### src/common/tsc_pkg.sv
package tsc_pkg;
  // message type select on the queue write port
  localparam logic [2:0] MSG_NONE = 3'h0;
  localparam logic [2:0] MSG_ERROR = 3'h1;
  localparam logic [2:0] MSG_WATCH = 3'h2;
  localparam logic [2:0] MSG_OWNER = 3'h3;
  localparam logic [2:0] MSG_DSTAT = 3'h4;
  localparam logic [2:0] MSG_BRANCH = 3'h5;
  // overrun error encodings
  localparam logic [4:0] ERR_PT_ONLY = 5'h01;
  localparam logic [4:0] ERR_OT_PT = 5'h07;
  localparam logic [4:0] ERR_WP_ONLY = 5'h06;
  localparam logic [4:0] ERR_WP_MIX = 5'h08;
  // collision loss encoding, same class as program trace loss
  localparam logic [4:0] ERR_COLLIDE = 5'h01;
  // transfer codes
  localparam logic [5:0] TC_IND_HIST = 6'h1c;
  localparam logic [5:0] TC_IND_HIST_SYNC = 6'h1d;
  localparam logic [5:0] TC_DIR = 6'h03;
  localparam logic [5:0] TC_IND = 6'h04;
  localparam logic [5:0] TC_DIR_SYNC = 6'h0b;
  localparam logic [5:0] TC_IND_SYNC = 6'h0c;
  // counter limits, history reset value and queue size
  localparam logic [7:0] PERIODIC_MAX = 8'hff;
  localparam logic [7:0] ICNT_MAX = 8'hff;
  localparam logic [31:0] HIST_RESET = 32'h00000001;
  localparam int QUEUE_DEPTH = 32;
  localparam int QPTR_W = 5;
endpackage

### src/hdl/tsc_sat_counter.sv
`timescale 1ns/1ps
module tsc_sat_counter
  import tsc_pkg::*;
#(
  parameter logic [7:0] MAX = 8'hff
) (
  input wire logic clk_in,
  input wire logic clr_in,
  input wire logic inc_in,
  output logic [7:0] count_out,
  output logic hit_out
);
  // hit is raised in the cycle whose increment takes the count to its limit, one cycle before count_out shows it; clr wins
  always_ff @(posedge clk_in) begin
    if (clr_in) begin
      count_out <= 8'h00;
    end else if (inc_in && count_out != MAX) begin
      count_out <= count_out + 8'h01;
    end
  end
  assign hit_out = inc_in && !clr_in && (count_out == MAX - 8'h01);
endmodule

### src/hdl/tsc_trace_sync.sv
`timescale 1ns/1ps
// Overview of operation
// test-logic-reset clears queue pointers, counters, state and registers.
// first branch after system reset gives a sync branch message.
// enabling program trace makes the next trace message a sync one.
// leaving low power or debug makes the next branch message sync.
// on overrun, discard every incoming message until queue empties.
// after draining, queue one error recording discarded message types.
// after overrun the next branch message queued is sync form.
// after 255 queued trace messages force sync and reset the counter.
// event-in pin, when enabled, makes next branch sync.
// instruction count reaching 255 forces sync and resets the counter.
// branch to secure memory is dropped; next branch is sync.
// instruction count after secure suppression may be inaccurate.
// queue admission priority: error, watchpoint, ownership, status, branch.
// colliding branch dropped, error sent, next branch sync; no error is sent when branch_secure_in is set.
// dropped branch keeps instruction count unless it shifts a history bit; it accumulates onward.
// history buffer kept when branch lost to collision.
// in full 32-bit mode a preempted branch still shifts a history bit.
// overrun codes 00001 trace, 00111 ownership+trace, 01000 with watchpoint.
// overrun code 00110 when only watchpoints were discarded.
// sync history message uses transfer code 011101 and full address.
// each sync trigger sets a pending flag cleared by a sync branch.
module tsc_trace_sync
  import tsc_pkg::*;
(
  // clock and reset
  input wire logic sys_clk_in,
  input wire logic rst_in,
  input wire logic tlr_in,
  // control
  input wire logic module_en_in,
  input wire logic trace_en_in,
  input wire logic event_in_ctrl_in,
  input wire logic event_in_pin_n_in,
  input wire logic secure_part_in,
  input wire logic history_mode_in,
  // core events
  input wire logic lowpwr_dbg_in,
  input wire logic seq_instr_in,
  input wire logic pred_in,
  input wire logic pred_taken_in,
  input wire logic branch_in,
  input wire logic branch_ind_in,
  input wire logic branch_taken_in,
  input wire logic branch_secure_in,
  input wire logic [31:0] branch_addr_in,
  // other message sources
  input wire logic watch_req_in,
  input wire logic owner_req_in,
  input wire logic dstat_req_in,
  // queue drain side
  input wire logic q_pop_in,
  // queue write port
  output logic q_push_out,
  output logic [2:0] q_type_out,
  output logic [5:0] q_tcode_out,
  output logic [4:0] q_err_out,
  output logic [7:0] q_icnt_out,
  output logic [31:0] q_hist_out,
  output logic [31:0] q_addr_out,
  output logic q_full_addr_out,
  // status
  output logic sync_pend_out,
  output logic overrun_out,
  output logic [QPTR_W:0] q_level_out
);
  typedef enum logic [1:0] {TSC_RUN, TSC_DRAIN, TSC_ERR} tsc_state_t;
  tsc_state_t state_r;
  logic clr;
  logic trace_en_d_r, lowpwr_d_r, evt_d_r, rst_seen_r;
  logic sync_pend_r, drop_wp_r, drop_ot_r, drop_pt_r, coll_err_r;
  logic [QPTR_W:0] level_r;
  logic [7:0] icnt_r, per_cnt;
  logic [31:0] hist_r;
  logic [4:0] err_code;
  logic tracing, br_msg, hi_req, q_full, push, push_br, per_hit, icnt_hit;
  logic icnt_inc, evt_edge, trig, hist_shift, icnt_hit_r;
  logic [7:0] icnt_unused;

  assign clr = rst_in || tlr_in;
  assign tracing = module_en_in && trace_en_in;
  // a message only carries a branch when the flow really changed
  assign br_msg = tracing && branch_in && branch_taken_in &&
                  (branch_ind_in || !history_mode_in);
  assign hi_req = watch_req_in || owner_req_in || dstat_req_in;
  assign q_full = (level_r == (QPTR_W+1)'(QUEUE_DEPTH)) && !q_pop_in;
  assign evt_edge = evt_d_r && !event_in_pin_n_in;

  always_ff @(posedge sys_clk_in) begin
    if (clr) begin
      trace_en_d_r <= 1'b0;
      lowpwr_d_r <= 1'b0;
      evt_d_r <= 1'b1;
    end else begin
      trace_en_d_r <= tracing;
      lowpwr_d_r <= lowpwr_dbg_in;
      evt_d_r <= event_in_pin_n_in;
    end
  end

  // overrun state: drain fully, then one error message
  always_ff @(posedge sys_clk_in) begin
    if (clr) begin
      state_r <= TSC_RUN;
    end else begin
      unique case (state_r)
        TSC_RUN: if ((br_msg || hi_req) && q_full) state_r <= TSC_DRAIN;
        TSC_DRAIN: if (level_r == '0) state_r <= TSC_ERR;
        TSC_ERR: state_r <= TSC_RUN;
        default: state_r <= TSC_RUN;
      endcase
    end
  end

  // record message classes discarded while draining
  always_ff @(posedge sys_clk_in) begin
    if (clr || state_r == TSC_ERR) begin
      drop_wp_r <= 1'b0;
      drop_ot_r <= 1'b0;
      drop_pt_r <= 1'b0;
    end else if (state_r != TSC_RUN || q_full) begin
      drop_wp_r <= drop_wp_r || watch_req_in;
      drop_ot_r <= drop_ot_r || owner_req_in || dstat_req_in;
      drop_pt_r <= drop_pt_r || br_msg;
    end
  end

  always_comb begin
    if (drop_wp_r && (drop_ot_r || drop_pt_r)) begin
      err_code = ERR_WP_MIX;
    end else if (drop_wp_r) begin
      err_code = ERR_WP_ONLY;
    end else if (drop_ot_r) begin
      err_code = ERR_OT_PT;
    end else begin
      err_code = ERR_PT_ONLY;
    end
  end

  // collision loss error goes out the cycle after the loss of a branch without branch_secure_in
  always_ff @(posedge sys_clk_in) begin
    if (clr) begin
      coll_err_r <= 1'b0;
    end else if (state_r == TSC_RUN && !q_full) begin
      coll_err_r <= br_msg && hi_req && !branch_secure_in;
    end
  end

  // arbitration: error wins, then watchpoint, ownership, status, branch
  logic [2:0] sel;
  always_comb begin
    sel = MSG_NONE;
    if (state_r == TSC_ERR || (state_r == TSC_RUN && coll_err_r)) begin
      sel = MSG_ERROR;
    end else if (state_r != TSC_RUN || q_full) begin
      sel = MSG_NONE;
    end else if (watch_req_in) begin
      sel = MSG_WATCH;
    end else if (owner_req_in) begin
      sel = MSG_OWNER;
    end else if (dstat_req_in) begin
      sel = MSG_DSTAT;
    end else if (br_msg && !(secure_part_in && branch_secure_in)) begin
      sel = MSG_BRANCH;
    end
  end
  assign push = sel != MSG_NONE;
  assign push_br = sel == MSG_BRANCH;

  always_ff @(posedge sys_clk_in) begin
    if (clr) begin
      level_r <= '0;
    end else if (push && !q_pop_in) begin
      level_r <= level_r + 1'b1;
    end else if (!push && q_pop_in && level_r != '0) begin
      level_r <= level_r - 1'b1;
    end
  end

  // sync triggers
  always_ff @(posedge sys_clk_in) begin
    if (clr) begin
      rst_seen_r <= 1'b0;
    end else begin
      rst_seen_r <= 1'b1;
    end
  end
  assign trig = !rst_seen_r
    || (tracing && !trace_en_d_r)
    || (lowpwr_d_r && !lowpwr_dbg_in)
    || (state_r == TSC_ERR)
    || per_hit
    || (tracing && event_in_ctrl_in && evt_edge)
    || icnt_hit
    || (br_msg && secure_part_in && branch_secure_in)
    || (br_msg && hi_req && state_r == TSC_RUN);

  // set wins over the clear from a sync message
  always_ff @(posedge sys_clk_in) begin
    if (clr) begin
      sync_pend_r <= 1'b1;
    end else if (trig) begin
      sync_pend_r <= 1'b1;
    end else if (push_br) begin
      sync_pend_r <= 1'b0;
    end
  end

  tsc_sat_counter #(.MAX(PERIODIC_MAX)) u_periodic (
    .clk_in(sys_clk_in),
    .clr_in(clr || (push_br && sync_pend_r)),
    .inc_in(push_br && !sync_pend_r),
    .count_out(per_cnt),
    .hit_out(per_hit)
  );

  // instruction count kept across dropped branches; it is cleared only
  // by a queued branch, a history bit or the overflow restart. after secure suppression the
  // count is not aligned to an instruction boundary
  assign hist_shift = tracing && history_mode_in &&
    (pred_in || (branch_in && !branch_ind_in) ||
     (branch_in && branch_ind_in && !branch_taken_in) ||
     (br_msg && hi_req));
  assign icnt_inc = tracing && seq_instr_in;
  // overflow restarts the count one cycle after the limit; a direct
  // feedback of the hit would loop through the counter's clear
  always_ff @(posedge sys_clk_in) begin
    if (clr) begin
      icnt_hit_r <= 1'b0;
    end else begin
      icnt_hit_r <= icnt_hit;
    end
  end
  tsc_sat_counter #(.MAX(ICNT_MAX)) u_icnt (
    .clk_in(sys_clk_in),
    .clr_in(clr || push_br || hist_shift || icnt_hit_r),
    .inc_in(icnt_inc),
    .count_out(icnt_r),
    .hit_out(icnt_hit)
  );
  assign icnt_unused = per_cnt;

  // history held on collision loss, restarted only when a message carries it
  always_ff @(posedge sys_clk_in) begin
    if (clr || push_br) begin
      hist_r <= HIST_RESET;
    end else if (hist_shift) begin
      hist_r <= {hist_r[30:0], pred_in ? pred_taken_in : branch_taken_in};
    end
  end

  logic [5:0] tcode;
  always_comb begin
    if (history_mode_in) begin
      tcode = sync_pend_r ? TC_IND_HIST_SYNC : TC_IND_HIST;
    end else if (branch_ind_in) begin
      tcode = sync_pend_r ? TC_IND_SYNC : TC_IND;
    end else begin
      tcode = sync_pend_r ? TC_DIR_SYNC : TC_DIR;
    end
  end

  always_ff @(posedge sys_clk_in) begin
    if (clr) begin
      q_push_out <= 1'b0;
      q_type_out <= MSG_NONE;
      q_tcode_out <= 6'h00;
      q_err_out <= 5'h00;
      q_icnt_out <= 8'h00;
      q_hist_out <= 32'h00000000;
      q_addr_out <= 32'h00000000;
      q_full_addr_out <= 1'b0;
    end else begin
      q_push_out <= push;
      q_type_out <= sel;
      q_tcode_out <= push_br ? tcode : 6'h00;
      q_err_out <= (state_r == TSC_ERR) ? err_code :
                   (sel == MSG_ERROR ? ERR_COLLIDE : 5'h00);
      q_icnt_out <= push_br ? icnt_r : 8'h00;
      q_hist_out <= push_br ? hist_r : 32'h00000000;
      q_addr_out <= push_br ? branch_addr_in : 32'h00000000;
      q_full_addr_out <= push_br && sync_pend_r;
    end
  end

  assign sync_pend_out = sync_pend_r;
  assign overrun_out = state_r != TSC_RUN;
  assign q_level_out = level_r;

  a_sync_clear: assert property (@(posedge sys_clk_in) disable iff (clr)
    push_br && sync_pend_r && !trig |=> !sync_pend_r)
    else $error("pending sync not cleared");
  a_sync_tcode: assert property (@(posedge sys_clk_in) disable iff (clr)
    push_br && sync_pend_r && history_mode_in |=>
    q_tcode_out == TC_IND_HIST_SYNC && q_full_addr_out)
    else $error("sync history tcode wrong");
  a_drain_drop: assert property (@(posedge sys_clk_in) disable iff (clr)
    state_r == TSC_DRAIN |=> !q_push_out)
    else $error("push during drain");
  a_err_after: assert property (@(posedge sys_clk_in) disable iff (clr)
    state_r == TSC_DRAIN && level_r == '0 |=> ##1
    q_push_out && q_type_out == MSG_ERROR)
    else $error("no error after drain");
  a_ovr_sync: assert property (@(posedge sys_clk_in) disable iff (clr)
    state_r == TSC_ERR |=> sync_pend_r)
    else $error("overrun did not arm sync");
  a_coll_drop: assert property (@(posedge sys_clk_in) disable iff (clr)
    br_msg && hi_req |-> !push_br)
    else $error("branch admitted on collision");
  a_watch_prio: assert property (@(posedge sys_clk_in) disable iff (clr)
    watch_req_in && push && !coll_err_r && state_r == TSC_RUN |->
    sel == MSG_WATCH)
    else $error("watchpoint lost priority");
  a_secure_drop: assert property (@(posedge sys_clk_in) disable iff (clr)
    br_msg && secure_part_in && branch_secure_in |=> sync_pend_r)
    else $error("secure branch did not arm sync");
  a_icnt_keep: assert property (@(posedge sys_clk_in) disable iff (clr)
    br_msg && hi_req && !hist_shift && !icnt_inc && !icnt_hit_r |=>
    icnt_r == $past(icnt_r))
    else $error("count lost on drop");
endmodule

### config.mk
export PLATFORM = sky130hd
export DESIGN_NAME = tsc_trace_sync
export DESIGN_NICKNAME = d
export VERILOG_FILES = /design/src/common/tsc_pkg.sv /design/src/hdl/tsc_sat_counter.sv /design/src/hdl/tsc_trace_sync.sv
export SDC_FILE = /design/constraint.sdc
export NUM_CORES = 1
export LEC_CHECK = 0
export ABC_AREA = 0
export ABC_CLOCK_PERIOD_IN_PS = 4300
export BUFFER_PORTS_ARGS = -buffer_cell sky130_fd_sc_hd__buf_2
export CAP_MARGIN = 20
export CORE_UTILIZATION = 51
export CTS_CLUSTER_DIAMETER = 40
export DETAILED_ROUTE_END_ITERATION = 12
export GPL_TIMING_DRIVEN = 0
export PLACE_DENSITY = 0.83
export SYNTH_ARGS = -nofsm -noshare
export SYNTH_HDL_FRONTEND = slang
export SYNTH_SLANG_ARGS = --single-unit
### constraint.sdc
create_clock -name sys_clk_in -period 4.3 [get_ports sys_clk_in]
set_input_delay 0.215 -clock sys_clk_in [delete_from_list [all_inputs] [get_ports sys_clk_in]]
set_output_delay 0.215 -clock sys_clk_in [all_outputs]
set_load 0.01 [all_outputs]
## After elaboration in Yosys (flattened, before gate mapping)

Cells that the tools add are included.

| operators by class | value |
|---|---|
| add/subtract/negate cells | 4 |
| muxes and demuxes | 23 |
| reductions and logical operators | 90 |
| equality and inequality tests | 11 |
| bitwise logic cells | 1 |

Operator list:

| kind | count |
|---|---|
| $logic_and A1 B1 Y1 | 38 |
| $logic_or A1 B1 Y1 | 28 |
| $mux W3 | 8 |
| $add A8 B1 Y8 const B | 2 |
| $eq A8 B8 Y1 const B | 2 |
| $mux W4 | 4 |
| $ne A8 B8 Y1 const B | 2 |
| $logic_not A1 Y1 | 15 |
| $mux W6 | 2 |
| $mux W5 | 2 |
| $add A6 B1 Y6 const B | 1 |
| $eq A6 B6 Y1 const B | 1 |
| $logic_not A6 Y1 | 1 |
| $reduce_bool A6 Y1 | 1 |
| $sub A6 B1 Y6 const B | 1 |
| $mux W1 | 4 |
| $mux W2 | 2 |
| $ne A2 B2 Y1 const B | 2 |
| $pmux W2 S2 | 1 |
| $reduce_bool A2 Y1 | 2 |
| $reduce_or A2 Y1 | 2 |
| $eq A3 B1 Y1 const B | 1 |
| $eq A3 B3 Y1 const B | 1 |
| $reduce_bool A3 Y1 | 1 |
| 5 further kinds | 5 |

| storage, ports and cells | value |
|---|---|
| bits of input ports | 53 |
| register bits after elaboration | 154 |

## Logic depth before layout (Yosys ltp)

Gate-level depths: netlist (run 1).

| logic depth | value |
|---|---|
| word-level depth | 23 |
| mapped depth | 14 |
| mapped depth without buffers | 12 |

## Modules after synthesis

A second synthesis (run 1) with hierarchy kept.

| unflattened totals | value |
|---|---|
| cell total of the unflattened synthesis | 563 |
| area total of the unflattened synthesis | 5512.8 um^2 |

Modules (own cells, without submodules):

| module | instances | cells an instance | sequential area each (um^2) | area each (um^2) |
|---|---|---|---|---|
| tsc_trace_sync | 1 | 465 | 2702.6 | 4594.4 |
| tsc_sat_counter | 2 | 49 | 160.2 | 459.2 |

## Least setup slack after synthesis (run 1)

No wires, ideal clock.

| timing path | value |
|---|---|
| kind | flip-flop to flip-flop |
| start | register level_r[3], in the netlist q_level_out[3] |
| end | register level_r[5], in the netlist q_level_out[5] |
| cell stages (with the launch flop) | 13 |
| clock period less this slack | 3.095 ns |
| slack | 1.205 ns |
| arrival time | 3.008 ns |
| buffers on the path | 1 |
| path through | dfxtp_1 or4b_4 o21ai_2 a211o_2 a21o_1 buf_4 ha_1 a211oi_1 o21bai_1 a21oi_1 o311ai_0 o22a_1 o31ai_1 |

| on the way | value |
|---|---|
| word-level cells in the longest chain between the ends | 10 |

Ends and longest elaborated chain:

| item | line | text |
|---|---|---|
| from (decl) | tsc_trace_sync.sv:73 | `logic [QPTR_W:0] level_r;` |
| from (signal assigned) | tsc_trace_sync.sv:175 | `level_r <= level_r + 1'b1;` |
| from (signal assigned) | tsc_trace_sync.sv:177 | `level_r <= level_r - 1'b1;` |
| $eq A6 B6 Y1 | tsc_trace_sync.sv:87 | `assign q_full = (level_r == (QPTR_W+1)'(QUEUE_DEPTH)) && !q_pop_in;` |
| $logic_and A1 B1 Y1 | tsc_trace_sync.sv:87 |  |
| $logic_or A1 B1 Y1 | tsc_trace_sync.sv:156 | `end else if (state_r != TSC_RUN \|\| q_full) begin` |
| $mux W3 | tsc_trace_sync.sv:156 |  |
| $mux W3 | tsc_trace_sync.sv:154 | `if (state_r == TSC_ERR \|\| (state_r == TSC_RUN && coll_err_r)) begin` |
| $reduce_bool A3 Y1 | tsc_trace_sync.sv:168 | `assign push = sel != MSG_NONE;` |
| $logic_not A1 Y1 | tsc_trace_sync.sv:176 | `end else if (!push && q_pop_in && level_r != '0) begin` |
| $logic_and A1 B1 Y1 (2 in a row) | tsc_trace_sync.sv:176 |  |
| $reduce_bool A2 Y1 (no source line) | - |  |

Parallel ways exist; a longest one is shown, timed or not. The select of a mux whose other input is x is not followed.
A chain may end at the register's enable or synchronous reset.

## Final worst setup path (run 1)

Ends and elaborated chain as after synthesis.

==> results of run 1 <==
worst reg2reg max path, stage by stage (launching register included):
cell and delay (ns):
dfxtp_1 0.37, or4b_4 0.59, o21ai_2 0.35, a211o_2 0.23, a21o_1 0.13, buf_4 0.19
ha_1 0.27, a211oi_1 0.39, o21bai_1 0.14, a21oi_1 0.30, o311ai_0 0.23, o22a_1 0.22
o31ai_1 0.17
Yosys cell counts (3+ instances only):
cell type  count
xor2_1         9
nand2b_1       3
inv_1          8
and4_1         4
buf_1          3
nand4_1        7
nand2_1       79
ha_1           8
nor3_1         9
nand3_1        6
xnor2_1        5
nor4_1         3
nor2_1        38
nor2b_1        3
a21oi_1       46
buf_4          4
dfxtp_1      151
and3_1        80
or3_1          4
o21ai_0       10
clkbuf_1      23
and2_1         3
metal layers:
metal	GRT usage	routed length [um]	up-vias
met2	0.424	6610	147
met5	0	10	-
met1	0.282	5770	2185
met3	0.0608	635	30
met4	0.136	342	2
li1	-	-	2323
metrics by stage:
stage,hold slack (ns),setup WS [ns],std cells
detailed placement,0.416,0.729,838
floorplan,0.292,1.21,557
global route,0.0519,0.428,908
finish,0.0420,0.637,908
CTS,0.0131,0.701,908
global placement,0.406,0.954,838
area by class of cell:
cell class | count | area (um^2)
Multi-Input combinational cell | 363 | 2140
Sequential cell | 151 | 3020
Buffer | 33 | 149
Clock inverter | 9 | 174
Clock buffer | 21 | 449
Inverter | 10 | 37.5
Tap cell | 136 | 170
Fill cell | 719 | 2960
Timing Repair Buffer | 185 | 1130
where the power goes:
group / total (W) / internal, W / leakage (nW) / switching [W]
clock: 0.00156 / 0.00102 / 0.308 / 0.000538
combinational: 0.000170 / 0.0000780 / 1.90 / 0.0000920
sequential: 0.00141 / 0.00141 / 1.22 / 0.00000594
total: 0.00314 / 0.00251 / 3.43 / 0.000636
repair_timing:
item                                    CTS  global route
endpoints found under the setup margin    0             0
resized for setup                         0             0
hold endpoints to repair                 38             0
hold buffers                             40             0
cell usage in the layout (no fill, tap or decap), types with 4 or more instances in the layout:
cell type and instances:
buf_2 147, nand3_1 6, bufinv_16 5, buf_4 4, xnor2_1 5, dlygate4sd3_1 40, and3_1 80, dfxtp_1 151
nor2_1 38, inv_1 8, or3_1 4, clkbuf_16 16, nand2_1 79, o21ai_0 10, a21oi_1 46, nor3_1 9
ha_1 8, and4_1 4, nand4_1 7, xor2_1 9, clkbuf_1 25
kinds of logic after synthesis:
kind of cell / Yosys count / share of synthesized area
fa+ha+maj: 9 / 0.0225
compound gates: 85 / 0.104
simple gates: 251 / 0.246
buf+inv: 43 / 0.0348
flops: 151 / 0.565
other cells: 1 / 0.000701
xor+xnor: 14 / 0.0229
mux: 2 / 0.00374
how the worst max path moves through the flow:
stage	to	cells after the start	slack (ns)
4_1_cts	q_level_out[5]	12	0.70
2_1_floorplan	q_level_out[5]	12	1.21
5_1_grt	q_level_out[5]	12	0.43
3_3_place_gp	q_level_out[5]	12	0.95
6_report	q_level_out[5]	12	0.64
3_5_place_dp	q_level_out[5]	12	0.73
registers in the layout, indices dropped and copies added, names as in the netlist, 2 cells and up:
register	flops
q_icnt_out	8
q_type_out	3
q_level_out	6
hist_r	32
q_hist_out	32
q_err_out	3
state_r	2
u_periodic.count_out	8
u_icnt.count_out	8
q_addr_out	32
q_tcode_out	5
==> results.py, run 1 <==
metrics = {
    "run_status": {
        "status": "finished clean",
    },
    "setup_path": {
        "reg2reg_depth": 12,
        "cp-end-kind": "flop",
        "critPathMaxStageDelay_ns": 0.59,
        "startpoint": "q_level_out[3]",
        "required_ns": 4.75,
        "worstPathCellList": "or4b_4 -> o21ai_2 -> a211o_2 -> a21o_1 -> buf_4 -> ha_1 -> a211oi_1 -> o21bai_1 -> a21oi_1 -> o311ai_0 -> o22a_1 -> o31ai_1",
        "worstPathBufferInverterCount": 1,
        "r2r_end": "q_level_out[5]",
        "worstPathMaxFanout": 12,
        "startpoint_type": "flop",
        "cp_top_family": "compound AO/OA/AOI/OAI gates",
        "cp.arrival_ns": 4.11,
        "worstSetupPathType": "flop to flop",
        "critPathSlowestCell": "or4b_4",
        "r2r_setup_slack_ns": 0.64,
        "rr_startpoint": "q_level_out[3]",
    },
    "floorplan": {
        "rows": 37,
        "io_pins": 149,
        "start_util": 0.523,
        "design.core.area_mm2": 0.0102,
        "die_y_um": 104,
        "die-area_mm2": 0.0109,
        "die_w_um": 104,
    },
    "routing": {
        "wirelength_mm": 13.4,
        "avgViaCountPerCell": 5.16,
        "drt_first_pass_iters": 4,
        "routedWlPerCell_um": 14.7,
        "via_count": 4687,
        "antenna_left": 0,
        "drc": 0,
        "drtIter0Drc": 316,
    },
    "logic_synthesis": {
        "yosys.cell_types.count": 65,
        "synthArstFlopShare": 0,
        "synthCells": 556,
        "synth_area_mm2": 0.00535,
        "synth_edf_count": 0,
        "synth.largest_area_cell": "dfxtp_1",
        "synth_top_area_frac": 0.565,
        "synth_seq_cells": 151,
        "avgSynthCellArea_um2": 9.62,
        "synthFlopType": "dfxtp_1",
        "synthTopCellsByArea": "dfxtp_1 (57%), and3_1 (9.4%), nand2_1 (5.5%), a21oi_1 (4.3%), nor2_1 (2.7%)",
        "ys_warn_count": 0,
        "synth-seq-area-share": 0.565,
    },
    "clock_tree": {
        "cts-root-buf": "clkbuf_8",
        "cts_tree": "done",
        "clkSlewWorstSetupHoldPaths_ns": 0.06,
        "htree_levels": 4,
        "clkSinkCount": 151,
        "cts_max_path_buffers": 2,
        "worstSkewPairLatency_ns": 0.53,
        "post_cts_buffers": 0,
        "cts_buffers": 17,
    },
    "global_route": {
        "grt_pass1_wl_mm": 21.0,
        "antenna_found_initial": 1,
        "grt_remaining_overflow": 0,
        "grtUsageTotal": 0.247,
        "grt_max_degree": 17,
        "grt_pass1_vias": 4498,
    },
    "final_layout": {
        "final_core_util": 0.711,
        "syn2layout_area_growth_pct": 35.9,
        "final_layout_size_suffix_gt1_frac": 0.253,
        "num_antenna_cells": 0,
        "fin_nets": 823,
        "fin_area_mm2": 0.00727,
    },
    "timing": {
        "tightestPinTransition_ns": 0.727,
        "setup_tns_ns": 0,
        "relSlewSlack": 0.508,
        "rsz0062_at_grt": "false",
        "setup_viol": 0,
        "maxClockFrequency_ghz": 0.273,
        "clock-skew-final_ns": 0.0107,
        "hold_viol": 0,
        "post-route-period-util": 0.852,
        "fin_crit_ns": 3.66,
        "slew_viol_final": 0,
    },
    "place": {
        "hpwl_mm": 8.91,
        "placed_area_mm2": 0.00625,
        "portBuffers": 145,
        "place.gp.congestion": 0.944,
    },
    "power": {
        "irDropWorstVdd_mv": 0.257,
        "powerDensity_mw_per_mm2": 432,
        "power.total_w": 0.00314,
        "leakagePower_nw": 3.43,
    },
    "worst_hold_path": {
        "hp-class": "primary input to flop",
        "hold_end": "q_type_out[2]",
        "min-delay-start": "owner_req_in",
        "hold_depth": 4,
    },
    "flow_run": {
        "maxCapViolCount": 0,
    },
}
Note: power is estimated with default switching activity, not from simulation.
==> inputs of run 2 (changes only) <==
ABC_CLOCK_PERIOD_IN_PS = 3100   (was 4300)
CORE_UTILIZATION = 46   (was 51)
PLACE_DENSITY = 0.79   (was 0.83)
clock period = 3.1 ns   (was 4.3 ns; I/O delays follow)
==> run 2 against run 1 <==
  * Hold slack worse by 0.033 ns
  * Clock skew down 0.00070 ns
  * Final cell count up 0.66%
  * Largest cell class unchanged
  * Highest routed layer is now met4
==> results.py, run 2 (synthesis gave the netlist of run 1 again) <==
metrics = {
    "timing": {
        "relSlewSlack": 0.474,
        "maxClockFrequency_ghz": 0.338,
        "clock-skew-final_ns": 0.0100,
        "setup_viol": 0,
        "tightestPinTransition_ns": 0.777,
        "fin_crit_ns": 2.96,
        "slew_viol_final": 0,
        "hold_viol": 0,
        "finalWorstSetupSlack_ns": 0.138,
        "post-route-period-util": 0.955,
    },
    "floorplan": {
        "die_w_um": 110,
        "design.core.area_mm2": 0.0114,
        "start_util": 0.471,
        "die_y_um": 110,
        "die-area_mm2": 0.0121,
        "rows": 39,
        "io_pins": 149,
    },
    "final_layout": {
        "final_core_util": 0.645,
        "final_common_cell": "dfxtp_1",
        "top_regs": "hist_r (32), q_addr_out (32), q_hist_out (32)",
        "fin_nets": 820,
        "final_layout_size_suffix_gt1_frac": 0.271,
        "mostFrequentLayoutCells": "dfxtp_1 (149), buf_2 (147), and3_1 (80)",
        "fin_cells": 914,
        "num_antenna_cells": 0,
        "fillerInstances": 853,
        "syn2layout_area_growth_pct": 37.0,
    },
    "setup_path": {
        "critPathMaxStageDelay_ns": 0.57,
        "required_ns": 3.42,
        "worstPathMaxFanout": 12,
        "worstSetupPathType": "flop to flop",
        "worstPathCellList": "or4b_4 -> o21ai_4 -> a211o_4 -> a21o_1 -> buf_6 -> ha_1 -> a211oi_2 -> o21bai_1 -> a21oi_2 -> o311ai_0 -> o22a_1 -> o31ai_1",
        "critPathSlowestCell": "or4b_4",
        "cp.arrival_ns": 3.29,
        "startpoint_type": "flop",
        "worstPathBufferInverterCount": 1,
        "cp-end-kind": "flop",
        "r2r_setup_slack_ns": 0.14,
        "cp_top_family": "compound AO/OA/AOI/OAI gates",
    },
    "routing": {
        "antenna_left": 0,
        "drt_first_pass_iters": 5,
        "drtIter0Drc": 281,
        "via_count": 4728,
        "wirelength_mm": 13.2,
        "avgViaCountPerCell": 5.17,
        "routedWlPerCell_um": 14.5,
        "drc": 0,
    },
    "clock_tree": {
        "cts_max_path_buffers": 2,
        "cts_buffers": 17,
        "clkSinkCount": 151,
        "cts-root-buf": "clkbuf_16",
        "clkSlewWorstSetupHoldPaths_ns": 0.06,
        "htree_levels": 4,
        "cts_tree": "done",
        "worstSkewPairLatency_ns": 0.42,
    },
    "global_route": {
        "grt_pass1_wl_mm": 19.8,
        "grt_remaining_overflow": 0,
        "grt_max_degree": 17,
        "antenna_found_initial": 0,
        "grt_pass1_vias": 4293,
        "grtUsageTotal": 0.215,
    },
    "place": {
        "place.gp.congestion": 0.927,
        "portBuffers": 145,
        "hpwl_mm": 8.85,
        "dpl.cell_count": 845,
        "place_worst_setup_slack_ns": -0.312,
    },
    "run_status": {
        "status": "finished clean",
    },
    "flow_run": {
        "maxCapViolCount": 0,
    },
    "power": {
        "irDropWorstVdd_mv": 0.525,
        "leakagePower_nw": 3.44,
        "powerDensity_mw_per_mm2": 613,
    },
    "worst_hold_path": {
        "hp-class": "primary input to flop",
    },
}
==> run 2: worst paths after layout <==
path / startpoint / to / depth (start not counted)
worst max-delay path: q_level_out[4] / q_level_out[5] / 12
worst min-delay path: branch_addr_in[26] / q_addr_out[26] / 2
worst max register to register: q_level_out[4] / q_level_out[5] / 12
worst min register to register: drop_ot_r / drop_ot_r / 2
==> run 2: cell type report <==
type / instances / area (um^2) / share of cell area
clock buffer: 19 / 453 / 0.0618
sequential: 151 / 3030 / 0.413
buffer: 33 / 153 / 0.0208
tap: 143 / 179 / 0.0244
clock inverter: 13 / 218 / 0.0297
timing repair buffer: 182 / 1090 / 0.148
multi-input combinational: 363 / 2180 / 0.297
inverter: 10 / 37.5 / 0.00512
==> run 2: what timing repair did <==
item                                    4_1_cts  5_1_grt
pin swaps                                     2        4
hold buffers                                 33        1
setup buffers                                 2        1
resized for setup                             4        8
endpoints found under the hold margin        32        1
endpoints found under the setup margin        1        1
==> run 2: per-stage QoR <==
step                      TNS, ns  instance area, um^2  power, W  hold slack [ns]
after CTS                       0                 7290   0.00451          0.00430
after global placement     -0.230                 6260   0.00218            0.363
after detailed placement   -0.312                 6260   0.00219            0.358
after global routing      -0.0467                 7330   0.00463          0.00178
after floorplan                 0                 5350   0.00211            0.232
final                           0                 7330   0.00450          0.00949
==> run 2: routing by layer <==
layer	track usage	vias up	wire [um]
met5	0	-	0
met4	0.103	0	366
met3	0.0492	31	720
met2	0.389	166	6730
met1	0.236	2208	5390
li1	-	2323	-
==> run 2: power by group <==
part           leakage, nW  internal [W]  switching (W)
Clock                0.321       0.00148       0.000814
Sequential            1.22       0.00195     0.00000858
Combinational         1.90      0.000111       0.000129
==> inputs of run 3 (changes only) <==
SETUP_SLACK_MARGIN = 0.4   (was default)
==> run 3 against run 2 <==
  * Via count rose by 1.5%
  * Routed wire length rose by 0.92%
  * Count of clock-buffer cells in the layout rose by 3
  * Clock power fell by 7%
==> results.py, run 3 (synthesis gave the netlist of run 1 again) <==
metrics = {
    "global_route": {
        "grtUsageMet2": 0.375,
        "grt_pass1_wl_mm": 19.6,
        "top_usage_layer": "met2",
        "antenna_found_initial": 1,
        "grtUsageTotal": 0.212,
        "grt_remaining_overflow": 0,
        "grt_pass1_vias": 4253,
        "grt_use_met1": 0.238,
        "met3_usage": 0.0611,
        "grt_max_degree": 17,
    },
    "timing": {
        "hold_ws_ns": 0.0225,
        "hold_viol": 0,
        "fin_crit_ns": 2.75,
        "rsz0062_at_grt": "true",
        "maxClockFrequency_ghz": 0.363,
        "post-route-period-util": 0.889,
        "clock-skew-final_ns": 0.00803,
        "tightestPinTransition_ns": 0.792,
        "slew_viol_final": 0,
        "setup_tns_ns": 0,
        "setup_viol": 0,
        "relSlewSlack": 0.463,
        "finalWorstSetupSlack_ns": 0.345,
    },
    "place": {
        "placed_area_mm2": 0.00632,
        "portBuffers": 145,
        "hpwl_mm": 8.81,
        "place.gp.congestion": 0.873,
        "place_worst_setup_slack_ns": 0.114,
    },
    "setup_path": {
        "required_ns": 3.39,
        "worstSetupPathType": "flop to flop",
        "rr_startpoint": "q_level_out[3]",
        "cp-end-kind": "flop",
        "startpoint": "q_level_out[3]",
        "worstPathMaxFanout": 6,
        "cp.arrival_ns": 3.04,
        "critPathMaxStageDelay_ns": 0.55,
        "critPathSlowestCell": "or4b_4",
        "worstPathCellList": "or4b_4 -> o21ai_4 -> a211o_4 -> a21o_1 -> buf_6 -> buf_4 -> inv_4 -> fa_2 -> nor2b_1 -> o21a_1 -> nor2_1 -> xnor2_1 -> o21ai_1 -> a21oi_1",
        "startpoint_type": "flop",
    },
    "power": {
        "power_frac_seq": 0.451,
        "power.total_w": 0.00435,
        "clkPwrFrac": 0.489,
        "irDropWorstVdd_mv": 0.384,
        "combinationalPowerShare": 0.060,
        "swShare": 0.205,
        "intPower_w": 0.00346,
        "leakagePower_nw": 3.47,
        "powerDensity_mw_per_mm2": 588,
        "switchingPower_w": 0.000892,
    },
    "final_layout": {
        "top_regs": "hist_r (32), q_addr_out (32), q_hist_out (32)",
        "fin_nets": 830,
        "fin_area_mm2": 0.00740,
        "final_layout_size_suffix_gt1_frac": 0.279,
        "mostFrequentLayoutCells": "buf_2 (148), dfxtp_1 (148), and3_1 (80)",
        "num_antenna_cells": 0,
        "fillerInstances": 841,
        "syn2layout_area_growth_pct": 38.3,
    },
    "clock_tree": {
        "cts_buffers": 17,
        "worstSkewPairLatency_ns": 0.42,
        "clkSlewWorstSetupHoldPaths_ns": 0.06,
        "cts_tree": "done",
        "clkSinkCount": 151,
        "cts_max_path_buffers": 2,
        "cts-root-buf": "clkbuf_16",
        "htree_levels": 4,
    },
    "routing": {
        "drtIter0Drc": 338,
        "antenna_left": 0,
        "routedWlPerCell_um": 14.4,
        "drc": 0,
        "via_count": 4801,
        "drt_first_pass_iters": 5,
        "wirelength_mm": 13.3,
        "avgViaCountPerCell": 5.20,
    },
    "worst_hold_path": {
        "hp-class": "primary input to flop",
        "min-delay-start": "history_mode_in",
    },
    "floorplan": {
        "die_w_um": 110,
        "die_y_um": 110,
        "rows": 39,
        "io_pins": 149,
        "design.core.area_mm2": 0.0114,
        "start_util": 0.471,
        "die-area_mm2": 0.0121,
    },
    "run_status": {
        "status": "finished clean",
    },
    "flow_run": {
        "maxCapViolCount": 0,
    },
}
## run 3: changes by cell type in the layout (fill, tap and decap cells not counted), moves of 2 or more
cell	before	now
clkbuf_1	23	26
clkinv_4	3	1
dlygate4sd3_1	34	36
clkinvlp_4	2	0
inv_6	3	0
ha_4	0	2
ha_1	8	6
dfxtp_4	0	2
clkinv_2	0	4
buf_4	6	13
## run 3: power groups by stage
| stage | registers, W | clock network [W] | logic (W) |
|---|---|---|---|
| CTS | 0.00196 | 0.00215 | 0.000245 |
| detailed placement | 0.00200 | 0 | 0.000200 |
| floorplan | 0.00200 | 0 | 0.000121 |
| global route | 0.00196 | 0.00223 | 0.000284 |
| finish | 0.00196 | 0.00213 | 0.000260 |
| global placement | 0.00200 | 0 | 0.000194 |
## run 3: layout make-up
type                       count  area, um^2  area share
clock inverter                 9         149      0.0201
multi-input combinational    363        2220       0.300
timing repair buffer         192        1170       0.158
tap                          143         179      0.0242
sequential                   151        3030       0.410
inverter                      10        40.0     0.00541
clock buffer                  22         464      0.0627
buffer                        33         153      0.0206
## run 3: path summary, 6_finish.rpt
| path | slack [ns] | cells after the start | end |
|---|---|---|---|
| min reg2reg | 0.47 | 2 | hist_r[22] |
| min | 0.02 | 2 | q_tcode_out[1] |
| max reg2reg | 0.35 | 14 | q_level_out[4] |
| max | 0.35 | 14 | q_level_out[4] |
## run 3: repair_timing
action                                  4_1_cts  5_1_grt
pin swaps                                     3        6
buffers inserted                              4        6
cloned                                        1        0
endpoints found under the setup margin        2        2
hold buffers                                 36        0
gates resized for setup                       3        7
endpoints found under the hold margin        35        0
## run 3: critical path: cells and delay by family (launching register included)
family | cells | cell delay, ns
AOI/OAI and AO/OA | 6 | 0.75
xor gates and xnor gates | 1 | 0.11
adders and majority gates | 1 | 0.36
buffers and inverters | 3 | 0.30
DFF | 1 | 0.36
and+or+nand+nor | 3 | 0.74
## run 3: per-layer routing
metal,vias up,wire [um],part of all wire
met2,192,6830,0.51
met1,2222,5310,0.40
met3,36,859,0.064
li1,2349,-,-
met4,2,319,0.024
met5,-,10,0.00075
## run 3: per-stage QoR
stage	util	cells
5_1_grt	0.651	923
2_1_floorplan	-	557
3_3_place_gp	0.556	845
6_report	0.651	923
4_1_cts	0.645	917
3_5_place_dp	0.556	845
